===== src/rtl/pts_pkg.sv =====
package pts_pkg;

   // timing clock and printed times
   localparam int CLK_PERIOD_PS = 10000;
   localparam int MIN_DUR_NS    = 50;
   localparam int RCV_LOW_NS    = 100;
   localparam int SCAN_LEAD_NS  = 1400;
   localparam int STROBE_LOW_NS = 25;
   localparam int GATE_LOW_NS   = 100;

   // counter width and derived cycle counts (least times round up)
   localparam int CNT_W = 16;
   localparam logic [CNT_W-1:0] MIN_DUR_CYC =
      CNT_W'((MIN_DUR_NS * 1000 + CLK_PERIOD_PS - 1) / CLK_PERIOD_PS);
   localparam logic [CNT_W-1:0] RCV_LOW_CYC =
      CNT_W'((RCV_LOW_NS * 1000 + CLK_PERIOD_PS - 1) / CLK_PERIOD_PS);
   localparam logic [CNT_W-1:0] SCAN_LEAD_CYC =
      CNT_W'((SCAN_LEAD_NS * 1000) / CLK_PERIOD_PS);
   localparam logic [CNT_W-1:0] STROBE_LOW_CYC =
      CNT_W'((STROBE_LOW_NS * 1000 + CLK_PERIOD_PS - 1) / CLK_PERIOD_PS);
   localparam logic [CNT_W-1:0] GATE_LOW_CYC =
      CNT_W'((GATE_LOW_NS * 1000 + CLK_PERIOD_PS - 1) / CLK_PERIOD_PS);

   // register offsets
   localparam int ADDR_W = 8;
   localparam logic [ADDR_W-1:0] OFF_CMD    = 8'h00;
   localparam logic [ADDR_W-1:0] OFF_DUR    = 8'h04;
   localparam logic [ADDR_W-1:0] OFF_TRIG   = 8'h08;
   localparam logic [ADDR_W-1:0] OFF_SCAN   = 8'h0c;
   localparam logic [ADDR_W-1:0] OFF_ACQ    = 8'h10;
   localparam logic [ADDR_W-1:0] OFF_STATUS = 8'h14;
   localparam logic [ADDR_W-1:0] OFF_WORD0  = 8'h18;
   localparam logic [ADDR_W-1:0] OFF_WORD3  = 8'h1c;
   localparam logic [ADDR_W-1:0] OFF_WORD4  = 8'h20;

   // field positions
   localparam int CMD_BIT_LSB   = 0;
   localparam int CMD_WORD_LSB  = 5;
   localparam int CMD_LEVEL_POS = 8;
   localparam int CMD_WAIT_POS  = 9;
   localparam int CMD_TSEL_LSB  = 10;
   localparam int TRIG_EDGE_LSB = 0;
   localparam int TRIG_SCAN_LSB = 4;
   localparam int ACQ_DATA_LSB  = 0;
   localparam int ACQ_ADDR_LSB  = 16;
   localparam int STAT_REFUSED_POS = 3;

   // output word selects
   localparam logic [1:0] WSEL_BP = 2'h0;
   localparam logic [1:0] WSEL_W3 = 2'h1;
   localparam logic [1:0] WSEL_W4 = 2'h2;

   // reset values and bus answers
   localparam logic [31:0]      WORD_RST = 32'hffffffff;
   localparam logic [CNT_W-1:0] DUR_RST  = 16'h0005;
   localparam logic [7:0]       TRIG_RST = 8'h00;
   localparam logic [1:0] RESP_OKAY   = 2'h0;
   localparam logic [1:0] RESP_SLVERR = 2'h2;

   typedef enum logic [1:0] {SEQ_IDLE, SEQ_ARMED, SEQ_HOLD} pts_seq_e;

endpackage : pts_pkg


===== src/rtl/pts_dur_timer.sv =====
module pts_dur_timer
(
   // clock and reset
   input  wire logic                   clk_sys,
   input  wire logic                   reset_n,
   // load request
   input  wire logic                   load,
   input  wire logic [pts_pkg::CNT_W-1:0] loadCount,
   // state
   output logic                        busy,
   output logic                        busyN,
   output logic                        last
);
   import pts_pkg::*;

   logic [CNT_W-1:0] count;

   // busy stands exactly loadCount cycles after the load edge
   assign last = busy && (count == CNT_W'(1));

   // busyN is kept as its own flop so pins come straight off a register
   always_ff @(posedge clk_sys)
   begin
      if (!reset_n)
      begin
         count <= '0;
         busy  <= 1'b0;
         busyN <= 1'b1;
      end
      else if (load && (loadCount != '0))
      begin
         count <= loadCount;
         busy  <= 1'b1;
         busyN <= 1'b0;
      end
      else if (last)
      begin
         count <= '0;
         busy  <= 1'b0;
         busyN <= 1'b1;
      end
      else if (busy)
      begin
         count <= count - CNT_W'(1);
      end
   end

endmodule : pts_dur_timer


===== src/rtl/pts_trig_in.sv =====
module pts_trig_in
(
   // clock and reset
   input  wire logic clk_sys,
   input  wire logic reset_n,
   // pin and mode
   input  wire logic trigPin,
   input  wire logic edgeMode,
   // conditioned trigger
   output logic      level,
   output logic      hit
);
   logic syncA;
   logic levelPrev;

   // edge mode fires once per rising edge, level mode while high
   assign hit = edgeMode ? (level && !levelPrev) : level;

   // two flops before anything looks at the pin
   always_ff @(posedge clk_sys)
   begin
      if (!reset_n)
      begin
         syncA     <= 1'b0;
         level     <= 1'b0;
         levelPrev <= 1'b0;
      end
      else
      begin
         syncA     <= trigPin;
         level     <= syncA;
         levelPrev <= level;
      end
   end

endmodule : pts_trig_in


===== src/rtl/pts_sequencer.sv =====
// Added by the designer: the register offsets and the AXI4-Lite slave port.
module pts_sequencer
(
   // clock and reset
   input  wire logic                        clk_sys,
   input  wire logic                        reset_n,
   // axi4-lite write
   input  wire logic [pts_pkg::ADDR_W-1:0]  s_axi_awaddr,
   input  wire logic                        s_axi_awvalid,
   output logic                             s_axi_awready,
   input  wire logic [31:0]                 s_axi_wdata,
   input  wire logic [3:0]                  s_axi_wstrb,
   input  wire logic                        s_axi_wvalid,
   output logic                             s_axi_wready,
   output logic [1:0]                       s_axi_bresp,
   output logic                             s_axi_bvalid,
   input  wire logic                        s_axi_bready,
   // axi4-lite read
   input  wire logic [pts_pkg::ADDR_W-1:0]  s_axi_araddr,
   input  wire logic                        s_axi_arvalid,
   output logic                             s_axi_arready,
   output logic [31:0]                      s_axi_rdata,
   output logic [1:0]                       s_axi_rresp,
   output logic                             s_axi_rvalid,
   input  wire logic                        s_axi_rready,
   // external triggers
   input  wire logic                        extTrigger0,
   input  wire logic                        extTrigger1,
   input  wire logic                        extTrigger2,
   input  wire logic                        extTrigger3,
   // output words, active low
   output logic [31:0]                      controlOutputWord0_n,
   output logic [31:0]                      controlOutputWord3_n,
   output logic [31:0]                      controlOutputWord4_n,
   output logic                             gradientBlankX_n,
   output logic                             gradientBlankY_n,
   output logic                             gradientBlankZ_n,
   // scan and acquisition bus
   output logic                             receiverStartPulse_n,
   output logic                             preampGatePulse_n,
   output logic                             acqBusStrobe_n,
   output logic [7:0]                       acqBusAddr,
   output logic [15:0]                      acqBusData,
   // clock outputs
   output logic                             rcvClockOut,
   output logic                             gradClockOut
);
   import pts_pkg::*;

   logic              awHeld;
   logic              wHeld;
   logic [ADDR_W-1:0] wrAddr;
   logic [31:0]       wrData;
   logic [3:0]        wrStrb;
   logic [CNT_W-1:0]  durReg;
   logic [7:0]        trigCfg;
   logic              refused;
   pts_seq_e          seqState;
   logic [4:0]        pendBit;
   logic [1:0]        pendWord;
   logic              pendLevel;
   logic              pendWait;
   logic [1:0]        pendTsel;
   logic [CNT_W-1:0]  pendDur;
   logic [3:0]        trigLevel;
   logic [3:0]        trigHit;
   logic              seqBusy;
   logic              seqLast;
   logic              leadBusy;
   logic              leadLast;
   logic              gateBusy;
   logic              acqBusy;

   // write decode
   wire        wrFire   = awHeld && wHeld;
   wire [31:0] wrMask   = {{8{wrStrb[3]}}, {8{wrStrb[2]}},
                           {8{wrStrb[1]}}, {8{wrStrb[0]}}};
   wire        wrCmd    = wrFire && (wrAddr == OFF_CMD);
   wire        wrDur    = wrFire && (wrAddr == OFF_DUR);
   wire        wrTrig   = wrFire && (wrAddr == OFF_TRIG);
   wire        wrScan   = wrFire && (wrAddr == OFF_SCAN);
   wire        wrAcq    = wrFire && (wrAddr == OFF_ACQ);
   wire        wrStat   = wrFire && (wrAddr == OFF_STATUS);
   wire        wrMapped = wrCmd || wrDur || wrTrig || wrScan || wrAcq
                          || wrStat;

   // command launch; word select 3 names no word and is refused
   wire [1:0] cmdWord   = wrData[CMD_WORD_LSB +: 2];
   wire       cmdOk     = (seqState == SEQ_IDLE) && (cmdWord != 2'h3);
   wire       cmdAccept = wrCmd && cmdOk;
   wire       apply     = (seqState == SEQ_ARMED)
                          && (!pendWait || trigHit[pendTsel]);
   wire [CNT_W-1:0] holdCount =
      (durReg < MIN_DUR_CYC) ? MIN_DUR_CYC : durReg;

   // scan start from software or an enabled trigger
   wire scanBusy  = leadBusy || gateBusy;
   wire trigScan  = |(trigHit & trigCfg[TRIG_SCAN_LSB +: 4]);
   wire scanGo    = (wrScan || trigScan) && !scanBusy;
   wire acqGo     = wrAcq && !acqBusy;
   wire refuseSet = (wrCmd && !cmdOk) || (wrScan && scanBusy)
                    || (wrAcq && acqBusy);
   wire refuseClr = wrStat && wrStrb[0] && wrData[STAT_REFUSED_POS];

   // next output words; one bit changes per applied command
   wire [31:0] bitMask = 32'h00000001 << pendBit;
   wire [31:0] next_word0 =
      (apply && (pendWord == WSEL_BP)) ?
      (pendLevel ? (controlOutputWord0_n | bitMask)
                 : (controlOutputWord0_n & ~bitMask)) :
      controlOutputWord0_n;
   wire [31:0] next_word3 =
      (apply && (pendWord == WSEL_W3)) ?
      (pendLevel ? (controlOutputWord3_n | bitMask)
                 : (controlOutputWord3_n & ~bitMask)) :
      controlOutputWord3_n;
   wire [31:0] next_word4 =
      (apply && (pendWord == WSEL_W4)) ?
      (pendLevel ? (controlOutputWord4_n | bitMask)
                 : (controlOutputWord4_n & ~bitMask)) :
      controlOutputWord4_n;

   // read decode
   wire [31:0] statusWord = {24'h000000, trigLevel, refused, acqBusy,
                             scanBusy, seqState != SEQ_IDLE};
   wire [31:0] cmdWordRb  = {20'h00000, pendTsel, pendWait, pendLevel,
                             1'b0, pendWord, pendBit};
   wire rdMapped = (s_axi_araddr == OFF_CMD) || (s_axi_araddr == OFF_DUR)
                   || (s_axi_araddr == OFF_TRIG) || (s_axi_araddr == OFF_SCAN)
                   || (s_axi_araddr == OFF_ACQ)
                   || (s_axi_araddr == OFF_STATUS)
                   || (s_axi_araddr == OFF_WORD0)
                   || (s_axi_araddr == OFF_WORD3)
                   || (s_axi_araddr == OFF_WORD4);
   wire [31:0] rdValue =
      (s_axi_araddr == OFF_CMD)    ? cmdWordRb :
      (s_axi_araddr == OFF_DUR)    ? {16'h0000, durReg} :
      (s_axi_araddr == OFF_TRIG)   ? {24'h000000, trigCfg} :
      (s_axi_araddr == OFF_ACQ)    ? {8'h00, acqBusAddr, acqBusData} :
      (s_axi_araddr == OFF_STATUS) ? statusWord :
      (s_axi_araddr == OFF_WORD0)  ? controlOutputWord0_n :
      (s_axi_araddr == OFF_WORD3)  ? controlOutputWord3_n :
      (s_axi_araddr == OFF_WORD4)  ? controlOutputWord4_n : 32'h00000000;

   // write channels taken in either order, answered once both are held
   always_ff @(posedge clk_sys)
   begin
      if (!reset_n)
      begin
         s_axi_awready <= 1'b1;
         s_axi_wready  <= 1'b1;
         s_axi_bvalid  <= 1'b0;
         s_axi_bresp   <= RESP_OKAY;
         awHeld        <= 1'b0;
         wHeld         <= 1'b0;
      end
      else
      begin
         if (s_axi_awready && s_axi_awvalid)
         begin
            s_axi_awready <= 1'b0;
            awHeld        <= 1'b1;
         end
         if (s_axi_wready && s_axi_wvalid)
         begin
            s_axi_wready <= 1'b0;
            wHeld        <= 1'b1;
         end
         if (wrFire)
         begin
            awHeld       <= 1'b0;
            wHeld        <= 1'b0;
            s_axi_bvalid <= 1'b1;
            s_axi_bresp  <= wrMapped ? RESP_OKAY : RESP_SLVERR;
         end
         else if (s_axi_bvalid && s_axi_bready)
         begin
            s_axi_bvalid  <= 1'b0;
            s_axi_awready <= 1'b1;
            s_axi_wready  <= 1'b1;
         end
      end
   end

   // write payload capture; needs no reset, only read after a fire
   always_ff @(posedge clk_sys)
   begin
      if (s_axi_awready && s_axi_awvalid)
         wrAddr <= s_axi_awaddr;
      if (s_axi_wready && s_axi_wvalid)
      begin
         wrData <= s_axi_wdata;
         wrStrb <= s_axi_wstrb;
      end
   end

   // read channel, one outstanding read
   always_ff @(posedge clk_sys)
   begin
      if (!reset_n)
      begin
         s_axi_arready <= 1'b1;
         s_axi_rvalid  <= 1'b0;
         s_axi_rdata   <= 32'h00000000;
         s_axi_rresp   <= RESP_OKAY;
      end
      else if (s_axi_arready && s_axi_arvalid)
      begin
         s_axi_arready <= 1'b0;
         s_axi_rvalid  <= 1'b1;
         s_axi_rdata   <= rdValue;
         s_axi_rresp   <= rdMapped ? RESP_OKAY : RESP_SLVERR;
      end
      else if (s_axi_rvalid && s_axi_rready)
      begin
         s_axi_rvalid  <= 1'b0;
         s_axi_arready <= 1'b1;
      end
   end

   // stored settings; refused flag set wins over its clear
   always_ff @(posedge clk_sys)
   begin
      if (!reset_n)
      begin
         durReg  <= DUR_RST;
         trigCfg <= TRIG_RST;
         refused <= 1'b0;
      end
      else
      begin
         if (wrDur)
            durReg <= (durReg & ~wrMask[15:0]) | (wrData[15:0] & wrMask[15:0]);
         if (wrTrig)
            trigCfg <= (trigCfg & ~wrMask[7:0]) | (wrData[7:0] & wrMask[7:0]);
         refused <= refuseSet || (refused && !refuseClr);
      end
   end

   // sequencer: arm, optionally wait for a trigger, then hold
   always_ff @(posedge clk_sys)
   begin
      if (!reset_n)
         seqState <= SEQ_IDLE;
      else
      begin
         unique case (seqState)
            SEQ_IDLE:  if (cmdAccept) seqState <= SEQ_ARMED;
            SEQ_ARMED: if (apply) seqState <= SEQ_HOLD;
            SEQ_HOLD:  if (seqLast) seqState <= SEQ_IDLE;
         endcase
      end
   end

   // pending command, latched at launch
   always_ff @(posedge clk_sys)
   begin
      if (!reset_n)
      begin
         pendBit   <= 5'h00;
         pendWord  <= WSEL_BP;
         pendLevel <= 1'b1;
         pendWait  <= 1'b0;
         pendTsel  <= 2'h0;
         pendDur   <= DUR_RST;
      end
      else if (cmdAccept)
      begin
         pendBit   <= wrData[CMD_BIT_LSB +: 5];
         pendWord  <= cmdWord;
         pendLevel <= wrData[CMD_LEVEL_POS];
         pendWait  <= wrData[CMD_WAIT_POS];
         pendTsel  <= wrData[CMD_TSEL_LSB +: 2];
         pendDur   <= holdCount;
      end
   end

   // words, blanks and bus payload; reset leaves words and blanks inactive high, bus address and data zero
   always_ff @(posedge clk_sys)
   begin
      if (!reset_n)
      begin
         controlOutputWord0_n <= WORD_RST;
         controlOutputWord3_n <= WORD_RST;
         controlOutputWord4_n <= WORD_RST;
         {gradientBlankZ_n, gradientBlankY_n, gradientBlankX_n} <= 3'h7;
         acqBusAddr <= 8'h00;
         acqBusData <= 16'h0000;
      end
      else
      begin
         controlOutputWord0_n <= next_word0;
         controlOutputWord3_n <= next_word3;
         controlOutputWord4_n <= next_word4;
         {gradientBlankZ_n, gradientBlankY_n, gradientBlankX_n}
            <= next_word0[31:29];
         if (acqGo)
         begin
            acqBusAddr <= wrData[ACQ_ADDR_LSB +: 8];
            acqBusData <= wrData[ACQ_DATA_LSB +: 16];
         end
      end
   end

   // half-rate clocks, identical, toggled every timing cycle
   always_ff @(posedge clk_sys)
   begin
      if (!reset_n)
      begin
         rcvClockOut  <= 1'b0;
         gradClockOut <= 1'b0;
      end
      else
      begin
         rcvClockOut  <= !rcvClockOut;
         gradClockOut <= !rcvClockOut;
      end
   end

   // hold timer, counts whole timing-clock periods
   pts_dur_timer u_seqTimer (.clk_sys(clk_sys), .reset_n(reset_n),
      .load(apply), .loadCount(pendDur),
      .busy(seqBusy), .busyN(), .last(seqLast));

   // scan: start pulse and lead to the preamp gate start together
   pts_dur_timer u_rcvTimer (.clk_sys(clk_sys), .reset_n(reset_n),
      .load(scanGo), .loadCount(RCV_LOW_CYC),
      .busy(), .busyN(receiverStartPulse_n), .last());
   pts_dur_timer u_leadTimer (.clk_sys(clk_sys), .reset_n(reset_n),
      .load(scanGo), .loadCount(SCAN_LEAD_CYC),
      .busy(leadBusy), .busyN(), .last(leadLast));
   pts_dur_timer u_gateTimer (.clk_sys(clk_sys), .reset_n(reset_n),
      .load(leadLast), .loadCount(GATE_LOW_CYC),
      .busy(gateBusy), .busyN(preampGatePulse_n), .last());

   // strobe low span; data latch on the rising edge is the far side's job
   pts_dur_timer u_acqTimer (.clk_sys(clk_sys), .reset_n(reset_n),
      .load(acqGo), .loadCount(STROBE_LOW_CYC),
      .busy(acqBusy), .busyN(acqBusStrobe_n), .last());

   // trigger conditioners, mode per input
   pts_trig_in u_ext_trigger_0 (.clk_sys(clk_sys), .reset_n(reset_n),
      .trigPin(extTrigger0), .edgeMode(trigCfg[TRIG_EDGE_LSB]),
      .level(trigLevel[0]), .hit(trigHit[0]));
   pts_trig_in u_ext_trigger_1 (.clk_sys(clk_sys), .reset_n(reset_n),
      .trigPin(extTrigger1), .edgeMode(trigCfg[TRIG_EDGE_LSB + 1]),
      .level(trigLevel[1]), .hit(trigHit[1]));
   pts_trig_in u_ext_trigger_2 (.clk_sys(clk_sys), .reset_n(reset_n),
      .trigPin(extTrigger2), .edgeMode(trigCfg[TRIG_EDGE_LSB + 2]),
      .level(trigLevel[2]), .hit(trigHit[2]));
   pts_trig_in u_ext_trigger_3 (.clk_sys(clk_sys), .reset_n(reset_n),
      .trigPin(extTrigger3), .edgeMode(trigCfg[TRIG_EDGE_LSB + 3]),
      .level(trigLevel[3]), .hit(trigHit[3]));
endmodule : pts_sequencer


===== config.mk =====
export PLATFORM = sky130hd
export DESIGN_NAME = pts_sequencer
export DESIGN_NICKNAME = d
export VERILOG_FILES = /design/src/rtl/pts_pkg.sv /design/src/rtl/pts_dur_timer.sv /design/src/rtl/pts_trig_in.sv /design/src/rtl/pts_sequencer.sv
export SDC_FILE = /design/constraint.sdc
export NUM_CORES = 1
export LEC_CHECK = 0
export BUFFER_PORTS_ARGS = -buffer_cell sky130_fd_sc_hd__buf_2
export CAP_MARGIN = 20
export CORE_MARGIN = 2
export CORE_UTILIZATION = 44
export DETAILED_ROUTE_END_ITERATION = 8
export PLACE_DENSITY_LB_ADDON = 0.3
export SYNTH_ARGS = -nofsm -noshare
export SYNTH_HDL_FRONTEND = slang
export SYNTH_SLANG_ARGS = --single-unit

===== constraint.sdc =====
create_clock -name clk_sys -period 2.8 [get_ports clk_sys]
set_input_delay 0 -clock clk_sys [delete_from_list [all_inputs] [get_ports clk_sys]]
set_output_delay 0 -clock clk_sys [all_outputs]
set_load 0.05 [all_outputs]

==> reports/qor.yml <==
drt:
  routed-wl-met3_um: 3240
  maxUsedRoutingLayer: "met4"
  drc_errors: 0
  drtIter0Drc: 1234
  detail_route.first_pass.iterations: 8
  met2_wirelength_um: 20400
  routed-via-count: 13500
  ant_nets: 0
  postRouteWirelength_um: 45000
  wl_met1_um: 20000
  viasPerCell: 5.75
  routedWlPerCell_um: 19.2
synthesis:
  ys_seq_elements: 350
  async_reset_ff_share_pct: 0
  avgSynthCellArea_um2: 9.12
  yosys.cell_types.count: 79
  mapped_cells: 1634
  synth-edff-count: 34
  post_synth_instance_area_um2: 14900
  synth_sequential_area_ratio_pct: 49.3
  synth.yosys.warnings: 0
  flip_flop_cell_with_the_highest_count_after_synthesis: "sky130_fd_sc_hd__dfxtp_1"
setup_path:
  slowest_delay_ps: 590
  timing.critical_path.cells: "a21bo_1, o221ai_1, o21ai_2, or3_1, buf_4, o211ai_1"
  path_delay_family: "compound AO/OA/AOI/OAI gates"
  critical-path-slowest-cell: "sky130_fd_sc_hd__o221ai_1"
  reg2reg_setup_slack_ps: 440
  start_kind: "register"
  r2r_cells: 6
  critPathRequiredTime_ps: 3250
  worstSetupEndpointType: "register"
  timing.setup.critical_path_class: "reg2reg"
  crit_path_max_fanout: 32
  cp_num_buf_inv: 1
  worst_r2r_startpoint: "u_ext_trigger_2.level"
  worstPathArrival_ps: 2810
cells_and_area:
  drive_gt1_share_pct: 18.3
  final_net_count: 1947
  fillers: 3053
  stdcell_count: 2349
  area.growth.synth_to_final_pct: 22.2
  antenna_cells_inserted: 0
global_route:
  global_route_wire_length_before_repair_um: 70500
  antenna_found_initial: 0
  grtUsageTotal_pct: 24.9
  first_global_vias: 12700
  maximum_number_of_pins_on_one_net_before_global_route_repair: 78
  overflow: 0
worst_hold_path:
  hold_end: "s_axi_rdata[2]"
  hold_class: "in2reg"
  hold_path.startpoint: "s_axi_araddr[4]"
  worstHoldPathCells: 4
cts:
  number_of_clock_buffers_inserted_by_tritoncts: 40
  cts_hold_repair.buffers: 48
  number_of_sinks_handled_by_clock_tree_synthesis: 350
  clkTransAtPathRegs_ps: 60
  clk_root_buffer_cell: "sky130_fd_sc_hd__clkbuf_16"
  cts_setup_buffers: 0
  cts-root-to-sink-buffers: 3
  cts_htree_levels: 2
  tritoncts_clock_tree: "built"
  worst_skew_pair.late_latency_ps: 540
  ctsResizeCount: 0
place:
  placed_cells_incl_taps: 2229
  place.port_buffers: 219
  place_hpwl_um: 31000
  final_weighted_congestion_of_routability_driven_global_placement: 0.911
  place_worst_setup_slack_ps: 493
sta:
  fmaxAchievable_ghz: 0.424
  final_critical_path_time_including_i_o_delays_and_setup_ps: 2360
  final.setup.tns_ps: 0
  setup_ws_ps: 439
  final-setup-viol-count: 0
  drv_slew: 0
  clk_skew_ps: 23.1
  hold_viol: 0
  worst_slew_margin_relative_to_its_limit_pct: 39.5
  final.period_utilization_pct: 84.3
  tightestPinTransition_ps: 900
  rsz0062_at_grt: "no"
floorplanning:
  floorplan.die.height_um: 188
  floorplan.die_area_um2: 35400
  die_width_um: 188
  start_util_pct: 44.6
  io_pins: 232
  core_area_um2: 33400
  rows: 67
run:
  max_cap_violations: 0
power:
  totalPowerFinal_mw: 12.2
  cellPowerDensity_nw_per_um2: 668
  p_leak_nw: 7.10
  ir_worst_vdd_mv: 0.448
outcome:
  result_of_the_run: "complete, no violations"
==> cell usage after synthesis, drive strengths merged, types with 4 or more instances <==
cell type / count / share of area, %
or2: 7 / 0.29
and3: 12 / 0.50
nor4b: 8 / 0.51
xor2: 21 / 1.2
ha: 13 / 1.1
clkbuf: 75 / 1.9
or4: 12 / 0.63
a21o: 5 / 0.25
a31oi: 9 / 0.38
o21ai: 148 / 5.0
nand2: 166 / 4.2
nand2b: 14 / 0.59
dfxtp: 316 / 42
o21a: 6 / 0.30
a211oi: 4 / 0.20
a222oi: 18 / 1.2
a22oi: 23 / 1.2
o22ai: 15 / 0.63
nor3: 33 / 1.3
nor3b: 7 / 0.35
o211ai: 100 / 5.0
nor2b: 14 / 0.59
or3: 8 / 0.34
a22o: 6 / 0.35
o2111ai: 4 / 0.24
edfxtp: 34 / 6.9
and2: 25 / 1.0
a2bb2oi: 4 / 0.24
a21oi: 89 / 3.0
mux2i: 57 / 3.8
nor4: 23 / 1.0
o31ai: 5 / 0.29
nand3: 27 / 0.91
buf: 37 / 1.6
nand4: 13 / 0.55
xnor2: 36 / 2.1
or3b: 4 / 0.24
nor2: 162 / 4.1
inv: 27 / 0.68
==> where the power goes <==
part           switching [mW]  total [mW]  internal [mW]
clock network            2.07        5.36           3.29
registers               0.180        5.41           5.23
logic                   0.860        1.39          0.529
==> worst max path at each step <==
| stage | start | end | slack [ps] | cells after the start |
|---|---|---|---|---|
| after floorplan | u_seqTimer.count[0] | seqState[0] | 810 | 5 |
| after global routing | u_ext_trigger_2.level | register | 280 | 6 |
| after detailed placement | u_gateTimer.count[4] | u_gateTimer.count[0] | 490 | 5 |
| after CTS | u_gateTimer.count[4] | u_gateTimer.count[15] | 470 | 5 |
| final | u_ext_trigger_2.level | register | 440 | 6 |
| after global placement | wrAddr[3] | register | 560 | 5 |
==> cells in the final DEF (no fill, tap or decap), types with 14 or more instances in the layout <==
| cell type | count |
|---|---|
| sky130_fd_sc_hd__a21oi_1 | 89 |
| sky130_fd_sc_hd__a222oi_1 | 18 |
| sky130_fd_sc_hd__a22oi_1 | 23 |
| sky130_fd_sc_hd__and2_1 | 24 |
| sky130_fd_sc_hd__buf_2 | 218 |
| sky130_fd_sc_hd__buf_4 | 40 |
| sky130_fd_sc_hd__clkbuf_16 | 41 |
| sky130_fd_sc_hd__dfxtp_1 | 316 |
| sky130_fd_sc_hd__dlygate4sd3_1 | 48 |
| sky130_fd_sc_hd__edfxtp_1 | 34 |
| sky130_fd_sc_hd__inv_1 | 26 |
| sky130_fd_sc_hd__mux2i_1 | 57 |
| sky130_fd_sc_hd__nand2_1 | 166 |
| sky130_fd_sc_hd__nand2b_1 | 14 |
| sky130_fd_sc_hd__nand3_1 | 27 |
| sky130_fd_sc_hd__nor2_1 | 162 |
| sky130_fd_sc_hd__nor3_1 | 27 |
| sky130_fd_sc_hd__nor4_1 | 22 |
| sky130_fd_sc_hd__o211ai_1 | 100 |
| sky130_fd_sc_hd__o21ai_0 | 147 |
| sky130_fd_sc_hd__o22ai_1 | 15 |
| sky130_fd_sc_hd__xnor2_1 | 36 |
| sky130_fd_sc_hd__xor2_1 | 21 |
==> layout make-up <==
cell class / instances / area [um2] / share of cell area [%]
clock buffers: 57 / 1180 / 6.46
clock inverters: 15 / 186 / 1.02
inverters: 27 / 103 / 0.564
multi-input cells: 1146 / 6960 / 38.2
flip-flops and latches: 350 / 7350 / 40.4
well taps: 448 / 561 / 3.08
repair buffers: 306 / 1870 / 10.3
==> cell families (layout without fill, tap and decap cells) <==
logic type | Yosys count | in the layout | synth area share, %
compound gates | 467 | 467 | 20.2
flops | 350 | 350 | 49.3
mux | 57 | 57 | 3.83
fa+ha+maj | 13 | 13 | 1.09
xor+xnor | 57 | 57 | 3.35
buf+inv | 139 | 405 | 4.19
other cells | 1 | 2 | 0.0252
simple gates | 550 | 550 | 18.1
==> metrics by stage <==
stage | hold WS (ps) | util [%] | cell area, um2
floorplan | 98.9 | - | 14900
global placement | 176 | 48.9 | 16400
detailed placement | 178 | 48.9 | 16400
CTS | 42.3 | 54.4 | 18200
global route | 114 | 54.4 | 18200
finish | 60.7 | 54.4 | 18200
==> worst register-to-register path, stage by stage, from the launching register on <==
cell and delay (ps):
sky130_fd_sc_hd__dfxtp_1 330, sky130_fd_sc_hd__a21bo_1 240, sky130_fd_sc_hd__o221ai_1 600, sky130_fd_sc_hd__o21ai_2 200, sky130_fd_sc_hd__or3_1 390, sky130_fd_sc_hd__buf_4 270
sky130_fd_sc_hd__o211ai_1 240
==> routing by layer <==
layer | GRT usage [%] | vias to the layer above
met4 | 8.57 | 0
met1 | 34.4 | 6475
met2 | 39.5 | 534
li1 | - | 6408
met5 | 0 | -
met3 | 3.97 | 95
Power figures use the tool's default switching activity.
